<file path="src/ast_defs.svh">
// Constants for the converter status and test logic
`ifndef AST_DEFS_SVH
`define AST_DEFS_SVH
`define AST_OFF_STATUS 4'h0
`define AST_OFF_TEST0 4'h4
`define AST_OFF_TEST1 4'h8
`define AST_BIT_SEQ_DONE 7
`define AST_BIT_TRIG_OVR 5
`define AST_BIT_RES_OVW 4
`define AST_BIT_SPC_EN 0
`define AST_CNT_ZERO 3'h0
`define AST_CNT_ONE 3'h1
`define AST_SEL_HIGH 3'h4
`define AST_SEL_LOW 3'h5
`define AST_SEL_MID 3'h6
`define AST_RESP_OKAY 2'h0
`define AST_RESP_SLVERR 2'h2
`define AST_TEST0_READ 8'hA5
`endif

</file>
<file path="src/ast_pkg.sv">
// Types of the converter status and test logic
package ast_pkg;
  typedef enum logic [1:0] {
    AST_SPC_NONE = 2'h0,
    AST_SPC_HIGH = 2'h1,
    AST_SPC_LOW = 2'h3,
    AST_SPC_MID = 2'h2
  } ast_spc_t;
endpackage

</file>
<file path="src/ast_status.sv">
// Converter status flags, conversion counter and special channel test logic
`timescale 1ns/100ps
`default_nettype none
`include "ast_defs.svh"
module ast_status (
  input wire logic sys_clk,
  input wire logic sys_rst,
  input wire logic [3:0] s_axi_awaddr,
  input wire logic s_axi_awvalid,
  output logic s_axi_awready,
  input wire logic [31:0] s_axi_wdata,
  input wire logic [3:0] s_axi_wstrb,
  input wire logic s_axi_wvalid,
  output logic s_axi_wready,
  output logic [1:0] s_axi_bresp,
  output logic s_axi_bvalid,
  input wire logic s_axi_bready,
  input wire logic [3:0] s_axi_araddr,
  input wire logic s_axi_arvalid,
  output logic s_axi_arready,
  output logic [31:0] s_axi_rdata,
  output logic [1:0] s_axi_rresp,
  output logic s_axi_rvalid,
  input wire logic s_axi_rready,
  input wire logic special_mode,
  input wire logic repeat_mode,
  input wire logic ring_mode,
  input wire logic fast_flag_clear,
  input wire logic trigger_level_select,
  input wire logic seq_begin,
  input wire logic seq_end,
  input wire logic conv_done,
  input wire logic trigger_edge,
  input wire logic trigger_start,
  input wire logic start_write,
  input wire logic ctl234_write,
  input wire logic ctl_write,
  input wire logic result_read,
  input wire logic conversion_done_flag,
  input wire logic [2:0] channel_select,
  output logic seq_active,
  output logic [2:0] conversion_counter,
  output logic special_channel_enable,
  output logic [1:0] special_channel,
  output logic [7:0] test0_out
);
  typedef struct packed {
    logic awready;
    logic wready;
    logic arready;
    logic aw_got;
    logic [3:0] awaddr;
    logic w_got;
    logic [31:0] wdata;
    logic [3:0] wstrb;
    logic bvalid;
    logic [1:0] bresp;
    logic rvalid;
    logic [31:0] rdata;
    logic [1:0] rresp;
    logic active;
    logic sequence_done_flag;
    logic trigger_overrun_flag;
    logic result_overwrite_flag;
    logic [2:0] cnt;
    logic [7:0] test1;
    logic [7:0] test0;
    ast_pkg::ast_spc_t spc;
  } ast_state_t;

  ast_state_t st_r;
  ast_state_t st_nxt;

  function automatic logic ast_hit(input logic [3:0] a, input logic [3:0] off);
    ast_hit = (a[3:2] == off[3:2]);
  endfunction

  logic wr_fire;
  logic wr_lane0;
  logic [7:0] status_rd;
  assign wr_fire = st_r.aw_got && st_r.w_got && !st_r.bvalid;
  assign wr_lane0 = wr_fire && st_r.wstrb[0];
  assign status_rd = {st_r.sequence_done_flag, 1'b0, st_r.trigger_overrun_flag,
                      st_r.result_overwrite_flag, 1'b0, st_r.cnt};

  always_comb
  begin
    logic stat_wr;
    logic new_start;
    stat_wr = 1'b0;
    new_start = 1'b0;
    st_nxt = st_r;
    // Write address and data accepted in either order, one write at a time
    if (s_axi_awvalid && !st_r.aw_got)
    begin
      st_nxt.aw_got = 1'b1;
      st_nxt.awaddr = s_axi_awaddr;
    end
    if (s_axi_wvalid && !st_r.w_got)
    begin
      st_nxt.w_got = 1'b1;
      st_nxt.wdata = s_axi_wdata;
      st_nxt.wstrb = s_axi_wstrb;
    end
    if (wr_fire)
    begin
      st_nxt.aw_got = 1'b0;
      st_nxt.w_got = 1'b0;
      st_nxt.bvalid = 1'b1;
      st_nxt.bresp = `AST_RESP_OKAY;
      if (ast_hit(st_r.awaddr, `AST_OFF_STATUS))
        stat_wr = wr_lane0;
      else if (ast_hit(st_r.awaddr, `AST_OFF_TEST0))
      begin
        if (wr_lane0 && special_mode)
          st_nxt.test0 = st_r.wdata[7:0];
      end
      else if (ast_hit(st_r.awaddr, `AST_OFF_TEST1))
      begin
        if (wr_lane0)
          st_nxt.test1 = st_r.wdata[7:0];
      end
      else
        st_nxt.bresp = `AST_RESP_SLVERR;
    end
    if (st_r.bvalid && s_axi_bready)
      st_nxt.bvalid = 1'b0;
    if (s_axi_arvalid && !st_r.rvalid)
    begin
      st_nxt.rvalid = 1'b1;
      st_nxt.rresp = `AST_RESP_OKAY;
      st_nxt.rdata = 32'h0000_0000;
      if (ast_hit(s_axi_araddr, `AST_OFF_STATUS))
        st_nxt.rdata[7:0] = status_rd;
      else if (ast_hit(s_axi_araddr, `AST_OFF_TEST0))
        st_nxt.rdata[7:0] = `AST_TEST0_READ;
      else if (ast_hit(s_axi_araddr, `AST_OFF_TEST1))
        st_nxt.rdata[7:0] = st_r.test1;
      else
        st_nxt.rresp = `AST_RESP_SLVERR;
    end
    if (st_r.rvalid && s_axi_rready)
      st_nxt.rvalid = 1'b0;

    new_start = start_write || trigger_start;
    if (seq_begin || new_start)
      st_nxt.active = 1'b1;
    if (seq_end || ctl234_write)
      st_nxt.active = 1'b0;

    // Clears first, then sets, so a same-cycle event is kept
    if ((stat_wr && st_r.wdata[`AST_BIT_SEQ_DONE]) || start_write
        || (fast_flag_clear && result_read))
      st_nxt.sequence_done_flag = 1'b0;
    if (seq_end)
      st_nxt.sequence_done_flag = 1'b1;
    if ((stat_wr && st_r.wdata[`AST_BIT_TRIG_OVR]) || ctl234_write || start_write)
      st_nxt.trigger_overrun_flag = 1'b0;
    if (!trigger_level_select && trigger_edge && st_r.active)
      st_nxt.trigger_overrun_flag = 1'b1;
    if ((stat_wr && st_r.wdata[`AST_BIT_RES_OVW]) || new_start)
      st_nxt.result_overwrite_flag = 1'b0;
    if (conv_done && conversion_done_flag)
      st_nxt.result_overwrite_flag = 1'b1;

    // Counter is never touched by the status write path
    if (conv_done)
      st_nxt.cnt = st_r.cnt + `AST_CNT_ONE;
    if (!ring_mode && (seq_begin || seq_end))
      st_nxt.cnt = `AST_CNT_ZERO;
    if (ctl_write || ctl234_write)
      st_nxt.cnt = `AST_CNT_ZERO;

    st_nxt.spc = ast_pkg::AST_SPC_NONE;
    if (st_r.test1[`AST_BIT_SPC_EN])
    begin
      unique case (channel_select)
        `AST_SEL_HIGH: st_nxt.spc = ast_pkg::AST_SPC_HIGH;
        `AST_SEL_LOW: st_nxt.spc = ast_pkg::AST_SPC_LOW;
        `AST_SEL_MID: st_nxt.spc = ast_pkg::AST_SPC_MID;
        default: st_nxt.spc = ast_pkg::AST_SPC_NONE;
      endcase
    end

    // Readies are flops of their own so every bus output leaves a register
    st_nxt.awready = !st_nxt.aw_got;
    st_nxt.wready = !st_nxt.w_got;
    st_nxt.arready = !st_nxt.rvalid;
  end

  always_ff @(posedge sys_clk)
  begin
    if (sys_rst)
    begin
      st_r <= '0;
      st_r.awready <= 1'b1;
      st_r.wready <= 1'b1;
      st_r.arready <= 1'b1;
    end
    else
      st_r <= st_nxt;
  end

  assign s_axi_awready = st_r.awready;
  assign s_axi_wready = st_r.wready;
  assign s_axi_bvalid = st_r.bvalid;
  assign s_axi_bresp = st_r.bresp;
  assign s_axi_arready = st_r.arready;
  assign s_axi_rvalid = st_r.rvalid;
  assign s_axi_rdata = st_r.rdata;
  assign s_axi_rresp = st_r.rresp;
  assign seq_active = st_r.active;
  assign conversion_counter = st_r.cnt;
  assign special_channel_enable = st_r.test1[`AST_BIT_SPC_EN];
  assign special_channel = st_r.spc;
  assign test0_out = st_r.test0;

  // Each clear check holds its competing set off, since a set wins the cycle
  a_seq_done_set: assert property (@(posedge sys_clk) disable iff (sys_rst)
    seq_end
    |=> st_r.sequence_done_flag)
    else $error("sequence done flag not set");

  a_repeat_done: assert property (@(posedge sys_clk) disable iff (sys_rst)
    (repeat_mode && seq_end)
    |=> st_r.sequence_done_flag)
    else $error("sequence done flag not set in repeat operation");

  a_seq_done_quiet: assert property (@(posedge sys_clk) disable iff (sys_rst)
    (!seq_end && !st_r.sequence_done_flag)
    |=> !st_r.sequence_done_flag)
    else $error("sequence done flag set without a sequence end");

  a_seq_done_clr: assert property (@(posedge sys_clk) disable iff (sys_rst)
    (start_write && !seq_end)
    |=> !st_r.sequence_done_flag)
    else $error("sequence done flag not cleared");

  a_fast_clear: assert property (@(posedge sys_clk) disable iff (sys_rst)
    (fast_flag_clear && result_read && !seq_end)
    |=> !st_r.sequence_done_flag)
    else $error("sequence done flag not cleared by result read");

  a_overrun_set: assert property (@(posedge sys_clk) disable iff (sys_rst)
    (!trigger_level_select && trigger_edge && seq_active)
    |=> st_r.trigger_overrun_flag)
    else $error("overrun flag not set");

  a_overrun_level: assert property (@(posedge sys_clk) disable iff (sys_rst)
    (trigger_level_select && !st_r.trigger_overrun_flag)
    |=> !st_r.trigger_overrun_flag)
    else $error("overrun flag set in level trigger operation");

  a_overrun_clr: assert property (@(posedge sys_clk) disable iff (sys_rst)
    (ctl234_write && !trigger_edge)
    |=> !st_r.trigger_overrun_flag)
    else $error("overrun flag not cleared");

  a_overrun_start: assert property (@(posedge sys_clk) disable iff (sys_rst)
    (start_write && !trigger_edge)
    |=> !st_r.trigger_overrun_flag)
    else $error("overrun flag not cleared by a sequence start");

  a_overwrite_set: assert property (@(posedge sys_clk) disable iff (sys_rst)
    (conv_done && conversion_done_flag)
    |=> st_r.result_overwrite_flag)
    else $error("overwrite flag not set");

  a_overwrite_quiet: assert property (@(posedge sys_clk) disable iff (sys_rst)
    (!conv_done && !st_r.result_overwrite_flag)
    |=> !st_r.result_overwrite_flag)
    else $error("overwrite flag set without a result write");

  a_overwrite_clr: assert property (@(posedge sys_clk) disable iff (sys_rst)
    (trigger_start && !conv_done)
    |=> !st_r.result_overwrite_flag)
    else $error("overwrite flag not cleared");

  a_overwrite_start: assert property (@(posedge sys_clk) disable iff (sys_rst)
    (start_write && !conv_done)
    |=> !st_r.result_overwrite_flag)
    else $error("overwrite flag not cleared by a start write");

  a_count_step: assert property (@(posedge sys_clk) disable iff (sys_rst)
    (conv_done && ring_mode && !ctl_write && !ctl234_write)
    |=> conversion_counter == $past(conversion_counter) + `AST_CNT_ONE)
    else $error("counter did not step");

  a_count_ring: assert property (@(posedge sys_clk) disable iff (sys_rst)
    (ring_mode && (seq_begin || seq_end) && !conv_done && !ctl_write && !ctl234_write)
    |=> $stable(conversion_counter))
    else $error("counter reinitialised in ring operation");

  a_count_zero: assert property (@(posedge sys_clk) disable iff (sys_rst)
    (!ring_mode && seq_end)
    |=> conversion_counter == `AST_CNT_ZERO)
    else $error("counter not zeroed");

  a_count_begin: assert property (@(posedge sys_clk) disable iff (sys_rst)
    (!ring_mode && seq_begin)
    |=> conversion_counter == `AST_CNT_ZERO)
    else $error("counter not zeroed at sequence begin");

  a_count_abort: assert property (@(posedge sys_clk) disable iff (sys_rst)
    ctl234_write
    |=> conversion_counter == `AST_CNT_ZERO)
    else $error("counter not cleared on abort");

  a_count_ctl: assert property (@(posedge sys_clk) disable iff (sys_rst)
    ctl_write
    |=> conversion_counter == `AST_CNT_ZERO)
    else $error("counter not cleared on control write");

  a_count_hold: assert property (@(posedge sys_clk) disable iff (sys_rst)
    (!conv_done && !seq_begin && !seq_end && !ctl_write && !ctl234_write)
    |=> $stable(conversion_counter))
    else $error("counter changed without a counter event");

  a_spc_high: assert property (@(posedge sys_clk) disable iff (sys_rst)
    (special_channel_enable && channel_select == `AST_SEL_HIGH)
    |=> special_channel == ast_pkg::AST_SPC_HIGH)
    else $error("high reference not chosen");

  a_spc_low: assert property (@(posedge sys_clk) disable iff (sys_rst)
    (special_channel_enable && channel_select == `AST_SEL_LOW)
    |=> special_channel == ast_pkg::AST_SPC_LOW)
    else $error("low reference not chosen");

  a_spc_mid: assert property (@(posedge sys_clk) disable iff (sys_rst)
    (special_channel_enable && channel_select == `AST_SEL_MID)
    |=> special_channel == ast_pkg::AST_SPC_MID)
    else $error("reference midpoint not chosen");

  a_spc_off: assert property (@(posedge sys_clk) disable iff (sys_rst)
    !special_channel_enable
    |=> special_channel == ast_pkg::AST_SPC_NONE)
    else $error("special channel chosen while disabled");

  a_test0_guard: assert property (@(posedge sys_clk) disable iff (sys_rst)
    !special_mode
    |=> $stable(test0_out))
    else $error("reserved test register changed in normal mode");

  a_flags_reset: assert property (@(posedge sys_clk)
    sys_rst
    |=> (!st_r.sequence_done_flag && !st_r.trigger_overrun_flag
      && !st_r.result_overwrite_flag && !special_channel_enable
      && conversion_counter == `AST_CNT_ZERO))
    else $error("state not cleared by reset");

  a_write_answer: assert property (@(posedge sys_clk) disable iff (sys_rst)
    (st_r.aw_got && st_r.w_got && !s_axi_bvalid)
    |=> s_axi_bvalid)
    else $error("write response missing");

  a_read_answer: assert property (@(posedge sys_clk) disable iff (sys_rst)
    (s_axi_arvalid && s_axi_arready)
    |=> s_axi_rvalid)
    else $error("read response missing");
endmodule // ast_status
`default_nettype wire

</file>
<file path="config.mk">
export PLATFORM = sky130hd
export DESIGN_NAME = ast_status
export DESIGN_NICKNAME = d
export VERILOG_FILES = /design/src/ast_pkg.sv /design/src/ast_status.sv
export VERILOG_INCLUDE_DIRS = /design/src
export SDC_FILE = /design/constraint.sdc
export NUM_CORES = 1
export LEC_CHECK = 0
export BUFFER_PORTS_ARGS = -buffer_cell sky130_fd_sc_hd__buf_4
export CAP_MARGIN = 15
export CORE_MARGIN = 2
export CORE_UTILIZATION = 41
export DETAILED_ROUTE_END_ITERATION = 10
export GPL_TIMING_DRIVEN = 1
export PLACE_DENSITY = 0.76
export SETUP_SLACK_MARGIN = 0.4
export SYNTH_ARGS = -nofsm -noshare
export SYNTH_HDL_FRONTEND = slang
export SYNTH_SLANG_ARGS = --single-unit
export TNS_END_PERCENT = 50
</file>
<file path="constraint.sdc">
create_clock -name sys_clk -period 1.24 [get_ports sys_clk]
set_clock_uncertainty 0.05 [all_clocks]
set_input_delay 0.062 -clock sys_clk [delete_from_list [all_inputs] [get_ports sys_clk]]
set_output_delay 0.062 -clock sys_clk [all_outputs]
set_load 0.01 [all_outputs]
</file>
==> reports/qor.yml, run 1 <==
path_buf_inv: 1
dieArea_um2: 6740
hold_viol: 1
totalWireLength_mm: 6.18
critPathCaptureType: "register"
pwr_density_cell_nw_per_um2: 909
routabilityCongestion: 0.739
cp_top_family: "simple AND/OR/NAND/NOR gates"
finalSetupViolCount: 8
r2r_start: "st_r[103]"
synthArstFlopShare_pct: 0
die_x_um: 82.1
drc: 0
synth.most_common_cell: "dfxtp_1"
final_max_slew_viol_count: 0
status: "finished with violations"
p_total_mw: 3.47
synth_edf_count: 0
wl_per_cell_um: 14.1
cts_buffers: 5
io_pins: 125
netlist_area_um2: 2500
die_h_um: 82.1
worst_slack_ns: -0.0348
crit_path_start_kind: "register"
yosys_warnings: 0
failed_checks: "hold timing, setup timing"
startpoint: "st_r[103]"
first_pass_iters: 4
holdWs_ns: -0.0866
cts_tree: "yes"
grt_pass1_wl_mm: 8.91
ys_seq_area_share_pct: 42.4
fin_tns_setup_ns: -0.195
yosysUniqueCellTypes: 36
hold_class: "primary input to register"
via_per_inst: 4.63
max_freq_mhz: 784
setup.worst_path.end: "test0_out[7]"
cts-root-buf: "clkbuf_8"
cts_buffer_depth: 2
cp.depth: 4
drtIter0Drc: 66
synthCells: 278
clk_pin_slew_worst_paths_ns: 0.10
reg2reg_depth: 4
power_leakage_nw: 1.61
n_fill_cell: 476
grt_pass1_vias: 1956
cts.sinks: 53
nets: 433
vias: 2031
grtUsageTotal_pct: 17.3
path_max_fanout: 8
crit_path_max_incr_delay_ns: 0.37
synth_top_cell_area_share_pct: 42.4
grt_max_degree: 35
avgSynthCellArea_um2: 9.00
fin_crit_sh_pct: 103
synth_top_area_cell: "dfxtp_1"
critPathKind: "register to register"
r2r_end: "test0_out[7]"
drive_gt1_share_pct: 51.9
syn_to_final_growth_pct: 52.6
numPortBuffers: 66
synth_ff_type: "dfxtp_1"
core.rowCount: 28
cap_violations: 0
dp_slack_ns: -0.0616
core_area_um2: 5920
slowest_stage: "or3_4"
start_util_pct: 42.2
rsz0062_at_grt: "yes"
yosys_register_bits: 53
ant_nets: 0
insertion_delay_ns: 0.30
synthTopCellsByCount: "dfxtp_1 (53), buf_4 (49), nand2_1 (31)"
cp_data_arrival_time_ns: 1.42
cp.required_ns: 1.39
h-tree-depth: 2
yosys-top-cells-area: "dfxtp_1 (42%), buf_4 (15%), mux2i_1 (8.4%), nand2b_1 (7.3%), nand2_1 (4.7%)"
path_cells: "nand2b_4 -> or3_4 -> buf_8 -> mux2i_1"
diodes: 0
ir_drop_mv: 0.651
finalCriticalPeriod_ns: 1.27
antenna_found_initial: 0
rrSetupSlack_ns: -0.03
dp_hpwl_mm: 3.79
overflow: 0
worst min-delay path by stage:
stage	startpoint	end	cells after the start
5_1_grt	ctl234_write	seq_active	2
6_report	ctl234_write	seq_active	2
3_3_place_gp	channel_select[1]	special_channel[0]	2
2_1_floorplan	channel_select[1]	special_channel[0]	1
3_5_place_dp	channel_select[1]	special_channel[0]	2
4_1_cts	ctl234_write	seq_active	2
routing by layer:
| layer | track usage (%) | routed length, um | vias to the layer above |
|---|---|---|---|
| met2 | 32.7 | 3390 | 60 |
| li1 | - | - | 1015 |
| met1 | 19.2 | 2440 | 945 |
| met5 | 0 | 0 | - |
| met4 | 5.83 | 99 | 0 |
| met3 | 3.26 | 249 | 11 |
what timing repair did:
item / in CTS / in global routing
endpoints found under the setup margin: 78 / 81
hold endpoints to repair: 25 / 3
buffers inserted: 7 / 3
cloned: 2 / 0
pin swaps: 30 / 39
hold buffers: 20 / 1
resized for setup: 93 / 51
final cells by class:
cell class                      count  area (um2)  area share [%]
Sequential cell                    53        1110            29.0
Timing Repair Buffer              113        1070            28.0
Clock inverter                      1        7.51           0.197
Multi-Input combinational cell    187        1450            38.1
Tap cell                           75        93.8            2.46
Clock buffer                        7        76.3            2.00
Inverter                            3        11.3           0.295
cell usage in the layout (no fill, tap or decap), drive strengths merged:
| cell | n |
|---|---|
| nor2b | 3 |
| dlygate4sd3 | 21 |
| a2bb2oi | 4 |
| a211oi | 4 |
| ha | 1 |
| nor2 | 20 |
| nor4b | 2 |
| or3 | 3 |
| nand2 | 31 |
| nand2b | 29 |
| a2111oi | 1 |
| and2b | 2 |
| nor3b | 1 |
| conb | 26 |
| clkinvlp | 1 |
| buf | 92 |
| nand3b | 2 |
| o311ai | 1 |
| or4bb | 1 |
| a21oi | 17 |
| mux2i | 21 |
| xor2 | 1 |
| inv | 3 |
| xnor2 | 2 |
| o21ai | 3 |
| o21a | 2 |
| dfxtp | 53 |
| o41ai | 1 |
| nor3 | 2 |
| and3b | 1 |
| o22ai | 1 |
| a211o | 1 |
| clkbuf | 7 |
| nand3 | 4 |
state kept, by name, indices dropped and copies added (netlist names):
signal,cells
conversion_counter,3
s_axi_arready,1
s_axi_awready,1
s_axi_bresp,1
s_axi_bvalid,1
s_axi_rdata,8
s_axi_rresp,1
s_axi_rvalid,1
s_axi_wready,1
seq_active,1
special_channel,2
special_channel_enable,1
st_r,23
test0_out,8
kinds of logic after synthesis:
family	share of synthesized area (%)
AOI/OAI and AO/OA	8.85
xor gates and xnor gates	1.05
adders and majority gates	0.500
buffers and inverters	17.4
DFF	42.4
muxes	8.40
other	0.150
and+or+nand+nor	21.3
power breakdown:
group          switching, mW  internal, mW  total [mW]
clock                  0.565         0.401       0.967
combinational          0.313         0.379       0.692
sequential            0.0528          1.76        1.81
total                  0.931          2.54        3.47
worst reg2reg max path, delay by kind of cell, from the launching register on:
kind	cells	cell delay (ns)
and+or+nand+nor	2	0.52
DFF	1	0.33
buffers and inverters	1	0.16
muxes	1	0.12
through the flow:
step	std cells	area (um2)	utilization, %
6_report	439	3820	64.5
4_1_cts	435	3580	60.5
2_1_floorplan	303	2640	-
3_3_place_gp	398	2930	49.5
3_5_place_dp	398	2930	49.5
5_1_grt	439	3820	64.5
(Power assumes the default switching activity.)
==> run 2, diff against run 1 <==
- PLACE_DENSITY: 0.76 -> 0.75
==> run 2 against run 1 <==
Effect of this change: the flow still finishes with violations (hold timing, setup timing); hold slack worse by 0.023 ns; register-to-register slack about the same; flip-flop and latch count unchanged; sequential share of layout area up 1.2 points; largest cell class unchanged.
==> reports/qor.yml, run 2 (synthesis gave the netlist of run 1 again) <==
fin_crit_sh_pct: 104  # +0.88 points
worst_slack_ns: -0.0457  # -0.0109 ns
fin_tns_setup_ns: -0.333  # -0.138 ns
clkPwrFrac_pct: 33.3  # +5.5 points
grt_max_degree: 40  # +14%
seq_power_share_pct: 49.7  # -2.5 points
cts.sinks: 53  # unchanged
top_register: "st_r"
largest_reg_flops: 23  # unchanged
crit_path_max_incr_delay_ns: 0.35  # -0.02 ns
core_area_um2: 5920  # unchanged
die_x_um: 82.1  # unchanged
hold_viol: 2  # +1
diodes: 0  # unchanged
seq_area_um2: 1100  # -0.56%
holdWs_ns: -0.110  # -0.0230 ns
most-common-layout-cells: "buf_4 (52), buf_6 (29), dfxtp_1 (27), nand2b_1 (26), conb_1 (26)"
clk_pin_slew_worst_paths_ns: 0.09  # about the same
hold_class: "primary input to register"
critPathKind: "register to register"
dr_wl_met2_mm: 3.04  # -10%
max_freq_mhz: 778  # -0.85%
power_leakage_nw: 1.55  # -3.2%
cts_tree: "yes"
cts_buffer_depth: 2  # unchanged
post-place-cells: 396  # -0.50%
n_fill_cell: 488  # +2.5%
path_max_fanout: 8  # unchanged
final_common_cell: "buf_4"
pwr_density_cell_nw_per_um2: 1000  # +10%
dp_slack_ns: -0.0594  # +0.00222 ns
top_layer: "met4"
vias: 2005  # -1.3%
drive_gt1_share_pct: 44.4  # -7.5 points
dpl_cell_area_um2: 2900  # -0.94%
die_h_um: 82.1  # unchanged
cts_buffers: 5  # unchanged
antenna_found_initial: 0  # unchanged
finalSetupViolCount: 9  # +1
p_comb_share_pct: 17.0  # -2.9 points
finalCriticalPeriod_ns: 1.29  # +0.0109 ns
overflow: 0  # unchanged
fin_area_um2: 3640  # -4.6%
path_cells: "nand3b_4 -> or3_4 -> buf_6 -> mux2i_1"
core.rowCount: 28  # unchanged
ant_nets: 0  # unchanged
totalWireLength_mm: 5.79  # -6.2%
failed_checks: "hold timing, setup timing"
drc: 0  # unchanged
nets: 427  # -1.4%
met3WireLength_um: 307  # +23%
crit_path_start_kind: "register"
multiInputGateArea_um2: 1330  # -8.8%
cap_violations: 0  # unchanged
wl_per_cell_um: 13.4  # -4.9%
io_pins: 125  # unchanged
final_cells: 433  # -1.4%
numPortBuffers: 66  # unchanged
p_total_mw: 3.65  # +5.1%
dieArea_um2: 6740  # unchanged
cp_data_arrival_time_ns: 1.43  # about the same
syn_to_final_growth_pct: 45.7
met1_length_mm: 2.33  # -4.8%
p_int_mw: 2.76  # +8.6%
dp_hpwl_mm: 3.88  # +2.4%
routabilityCongestion: 0.784  # +6.1%
start_util_pct: 42.2  # unchanged
via_per_inst: 4.63  # about the same
critPathCaptureType: "register"
grt_pass1_wl_mm: 8.94  # +0.24%
slowest_stage: "or3_4"
rsz0062_at_grt: "yes"
cp.required_ns: 1.38  # about the same
cts-root-buf: "clkbuf_8"
swShare_pct: 24.4  # -2.4 points
drtIter0Drc: 78  # +18%
first_pass_iters: 4  # unchanged
insertion_delay_ns: 0.30  # about the same
status: "finished with violations"
h-tree-depth: 2  # unchanged
final_util_pct: 61.5  # -2.9 points
grt_pass1_vias: 1962  # +0.31%
ir_drop_mv: 0.602  # -7.4%
p_switching_uw: 889  # -4.5%
grtUsageTotal_pct: 17.4  # +0.15 points
final_max_slew_viol_count: 0  # unchanged
run 2: changes by cell type in the layout (fill, tap and decap cells not counted), sizes merged:
cell | before | now
buf | 92 | 83
bufinv | 0 | 1
dlygate4sd3 | 21 | 24
clkbuf | 7 | 6
run 2: per-layer routing:
| metal | global-route usage (%) | vias up |
|---|---|---|
| met5 | 0 | - |
| met1 | 20.0 | 915 |
| met2 | 31.4 | 68 |
| met4 | 5.67 | 0 |
| li1 | - | 1010 |
| met3 | 4.57 | 12 |
run 2: final timing paths:
check / from / end / slack, ns / cells after the start
setup reg to reg: s_axi_bvalid / test0_out[3] / -0.05 / 4
hold reg to reg: s_axi_rresp[1] / s_axi_rresp[1] / 0.42 / 2
hold / removal: ctl234_write / seq_active / -0.11 / 2
setup / recovery: s_axi_bvalid / test0_out[3] / -0.05 / 4
run 2: critical path, delay by kind of cell, from the launching register on:
kind,cells,cell delay (ns)
buf+inv,1,0.15
flops,1,0.33
mux,1,0.12
simple gates,2,0.53
run 2: area by class of cell:
class | count | area share, %
repair buffers | 107 | 27.2
flip-flops and latches | 53 | 30.2
multi-input cells | 187 | 36.4
inverters | 3 | 0.309
clock buffers | 6 | 2.27
well taps | 75 | 2.58
clock inverters | 2 | 1.03
run 2: what timing repair did:
action                     in CTS  in global routing
buffers inserted                2                  1
setup endpoints to repair      78                 80
gates resized for setup        82                 25
gates cloned                    2                  0
pin swaps                      20                 17
hold buffers                   22                  2
hold endpoints to repair       26                  4
run 2: power groups by stage:
stage / sequential, mW / combinational (mW) / clock [mW]
floorplan: 1.84 / 0.306 / 0
global placement: 1.83 / 0.424 / 0
detailed placement: 1.84 / 0.431 / 0
CTS: 1.81 / 0.567 / 1.24
global route: 1.82 / 0.672 / 1.32
finish: 1.81 / 0.620 / 1.22
==> run 3, diff against run 2 <==
- ABC_AREA: not set -> 1
- CORE_UTILIZATION: 41 -> 49
- PLACE_DENSITY: 0.75 -> 0.85
- clock period: 1.24 -> 1.5 ns (I/O delays scaled with it)
==> run 3 against run 2 <==
Effect of this change: the run now ends clean; clock power shrank 34%; global-route usage up 1.6 points; sequential power down 17%; highest routed layer unchanged; register-to-register slack improved by 0.36 ns; die area decreased by 18%.
==> reports/qor.yml, run 3 <==
cts.sinks: 53  # unchanged
die_x_um: 74.2  # -9.6%
ir_drop_mv: 0.618  # +2.5%
drtIter0Drc: 48  # -38%
hold_viol: 0  # -2
synthArstFlopShare_pct: 0  # unchanged
grt_max_degree: 31  # -23%
critPathKind: "register to register"
cp_data_arrival_time_ns: 1.34  # -0.09 ns
synth_edf_count: 0  # unchanged
avgSynthCellArea_um2: 7.67  # -15%
pwr_density_cell_nw_per_um2: 867  # -13%
grt_pass1_vias: 1976  # +0.71%
top_register: "st_r"
drive_gt1_share_pct: 30.6  # -14 points
core.rowCount: 25  # -11%
yosys_register_bits: 53  # unchanged
h-tree-depth: 2  # unchanged
cts_tree: "yes"
synthCells: 315  # +13%
finalCriticalPeriod_ns: 1.19  # -0.0961 ns
final_max_slew_viol_count: 0  # unchanged
clk_pin_slew_worst_paths_ns: 0.09  # about the same
ys_seq_area_share_pct: 43.9  # +1.5 points
synth_top_cell_area_share_pct: 43.9  # +1.5 points
totalWireLength_mm: 5.23  # -9.7%
seq_area_um2: 1070  # -2.5%
rsz0062_at_grt: "yes"
routabilityCongestion: 0.774  # -1.3%
swShare_pct: 26.9  # +2.5 points
p_comb_share_pct: 14.3  # -2.7 points
ant_nets: 0  # unchanged
numPortBuffers: 66  # unchanged
diodes: 0  # unchanged
dieArea_um2: 5510  # -18%
cap_violations: 0  # unchanged
seq_power_share_pct: 55.9  # +6.2 points
cp.required_ns: 1.65  # +0.27 ns
cts_buffers: 5  # unchanged
grt_pass1_wl_mm: 8.07  # -9.6%
via_per_inst: 4.57  # -1.2%
path_max_fanout: 7  # -1
core_area_um2: 4750  # -20%
clkPwrFrac_pct: 29.8  # -3.5 points
p_int_mw: 1.97  # -28%
vias: 2054  # +2.4%
final_cells: 449  # +3.7%
cts-root-buf: "clkbuf_8"
multiInputGateArea_um2: 1000  # -24%
power_leakage_nw: 1.41  # -9.4%
overflow: 0  # unchanged
yosys-top-cells-area: "dfxtp_1 (44%), buf_4 (15%), nor2_1 (8.2%), nand2_1 (6.5%), inv_1 (4.3%)"
yosysUniqueCellTypes: 32  # -11%
final_common_cell: "buf_4"
fin_crit_sh_pct: 79.3  # -24 points
drc: 0  # unchanged
n_fill_cell: 412  # -16%
fin_tns_setup_ns: 0  # +0.333 ns
wl_per_cell_um: 11.7  # -13%
finalSetupViolCount: 0  # -9
crit_path_start_kind: "register"
grtUsageTotal_pct: 19.0  # +1.6 points
io_pins: 125  # unchanged
p_switching_uw: 727  # -18%
synth_ff_type: "dfxtp_1"
status: "finished clean"
critPathCaptureType: "register"
largest_reg_flops: 23  # unchanged
nets: 451  # +5.6%
netlist_area_um2: 2420  # -3.4%
hold_class: "primary input to register"
start_util_pct: 50.8  # +8.6 points
max_freq_mhz: 841  # +8.1%
synthTopCellsByCount: "dfxtp_1 (53), nor2_1 (53), buf_4 (49)"
first_pass_iters: 4  # unchanged
die_h_um: 74.2  # -9.6%
insertion_delay_ns: 0.30  # about the same
synth_top_area_cell: "dfxtp_1"
most-common-layout-cells: "buf_4 (68), nor2_1 (49), dfxtp_1 (47), nand2_1 (34)"
dp_hpwl_mm: 3.52  # -9.4%
yosys_warnings: 0  # unchanged
syn_to_final_growth_pct: 28.8
antenna_found_initial: 0  # unchanged
post-place-cells: 418  # +5.6%
cts_buffer_depth: 2  # unchanged
[run 3: cell count changes in the layout (fill, tap and decap cells not counted), moves of 11 or more]
cell      before  now
mux2i_1       21    1
dfxtp_1       27   47
nand2b_1      26    0
o21ai_0        1   13
nor2_1        15   49
nand2_1       23   34
dfxtp_2       23    4
buf_4         52   68
inv_1          3   26
buf_6         29    3
[run 3: cell families (layout without fill, tap and decap cells)]
group	after synthesis	in the layout	synth area share, %
AO/OA/AOI/OAI	51	51	11.5
multiplexers	1	1	0.414
adder cells (fa/ha/maj)	1	1	0.518
flip-flops	53	53	43.9
XOR/XNOR	2	2	0.725
AND/OR/NAND/NOR	115	116	20.6
other	1	26	0.155
buffers and inverters	91	132	22.2
[run 3: critical path, stage by stage, from the launching register on]
cell and delay [ns]:
dfxtp_4 0.38, nand2_4 0.06, nor2_8 0.11, nand2_4 0.06
nor2_4 0.13, buf_6 0.15, nand2_1 0.05, nand2_1 0.05
nor2_1 0.05
[run 3: area by class of cell]
class	count	share of cell area, %
multi-input combinational	197	32.2
sequential	53	34.5
clock inverter	3	0.683
inverter	34	4.26
timing repair buffer	90	23.4
clock buffer	5	2.21
tap	67	2.69
[run 3: per-stage QoR]
stage	util [%]	hold slack (ns)	cell area, um2	power (mW)	worst slack, ns
after floorplan	-	0.101	2520	1.77	0.332
after global placement	56.9	0.204	2710	1.84	0.253
after detailed placement	56.9	0.207	2710	1.85	0.237
after CTS	63.8	0.0000182	3030	2.69	0.322
after global routing	65.5	0.00907	3110	2.82	0.235
final	65.5	0.00539	3110	2.70	0.310
[run 3: layer usage]
metal,up-vias,part of all wire (%),GRT usage [%]
met1,916,40,20.6
met2,74,51,34.8
met5,-,0,0
li1,1052,-,-
met3,12,5.9,3.79
met4,0,2.7,9.92
[run 3: path summary, 6_finish.rpt]
check / from / to / slack, ns / depth (start not counted)
max: st_r[99] / test0_out[0] / 0.31 / 8
min: s_axi_wdata[3] / st_r[70] / 0.005 / 3
max reg2reg: st_r[99] / test0_out[0] / 0.31 / 8
min reg2reg: s_axi_rdata[0] / s_axi_rdata[0] / 0.42 / 2
[run 3: power by group through the flow]
stage / clock network (mW) / registers, mW / logic, mW
final: 0.805 / 1.51 / 0.387
after global routing: 0.877 / 1.52 / 0.431
after CTS: 0.826 / 1.50 / 0.365
after detailed placement: 0 / 1.53 / 0.318
after global placement: 0 / 1.53 / 0.310
after floorplan: 0 / 1.53 / 0.238
[run 3: timing repair]
item / 4_1_cts / 5_1_grt
gates resized for setup: 12 / 24
hold endpoints to repair: 15 / 0
setup buffers: 3 / 0
pin swaps: 2 / 7
endpoints found under the setup margin: 34 / 42
cloned: 0 / 2
hold buffers: 18 / 0
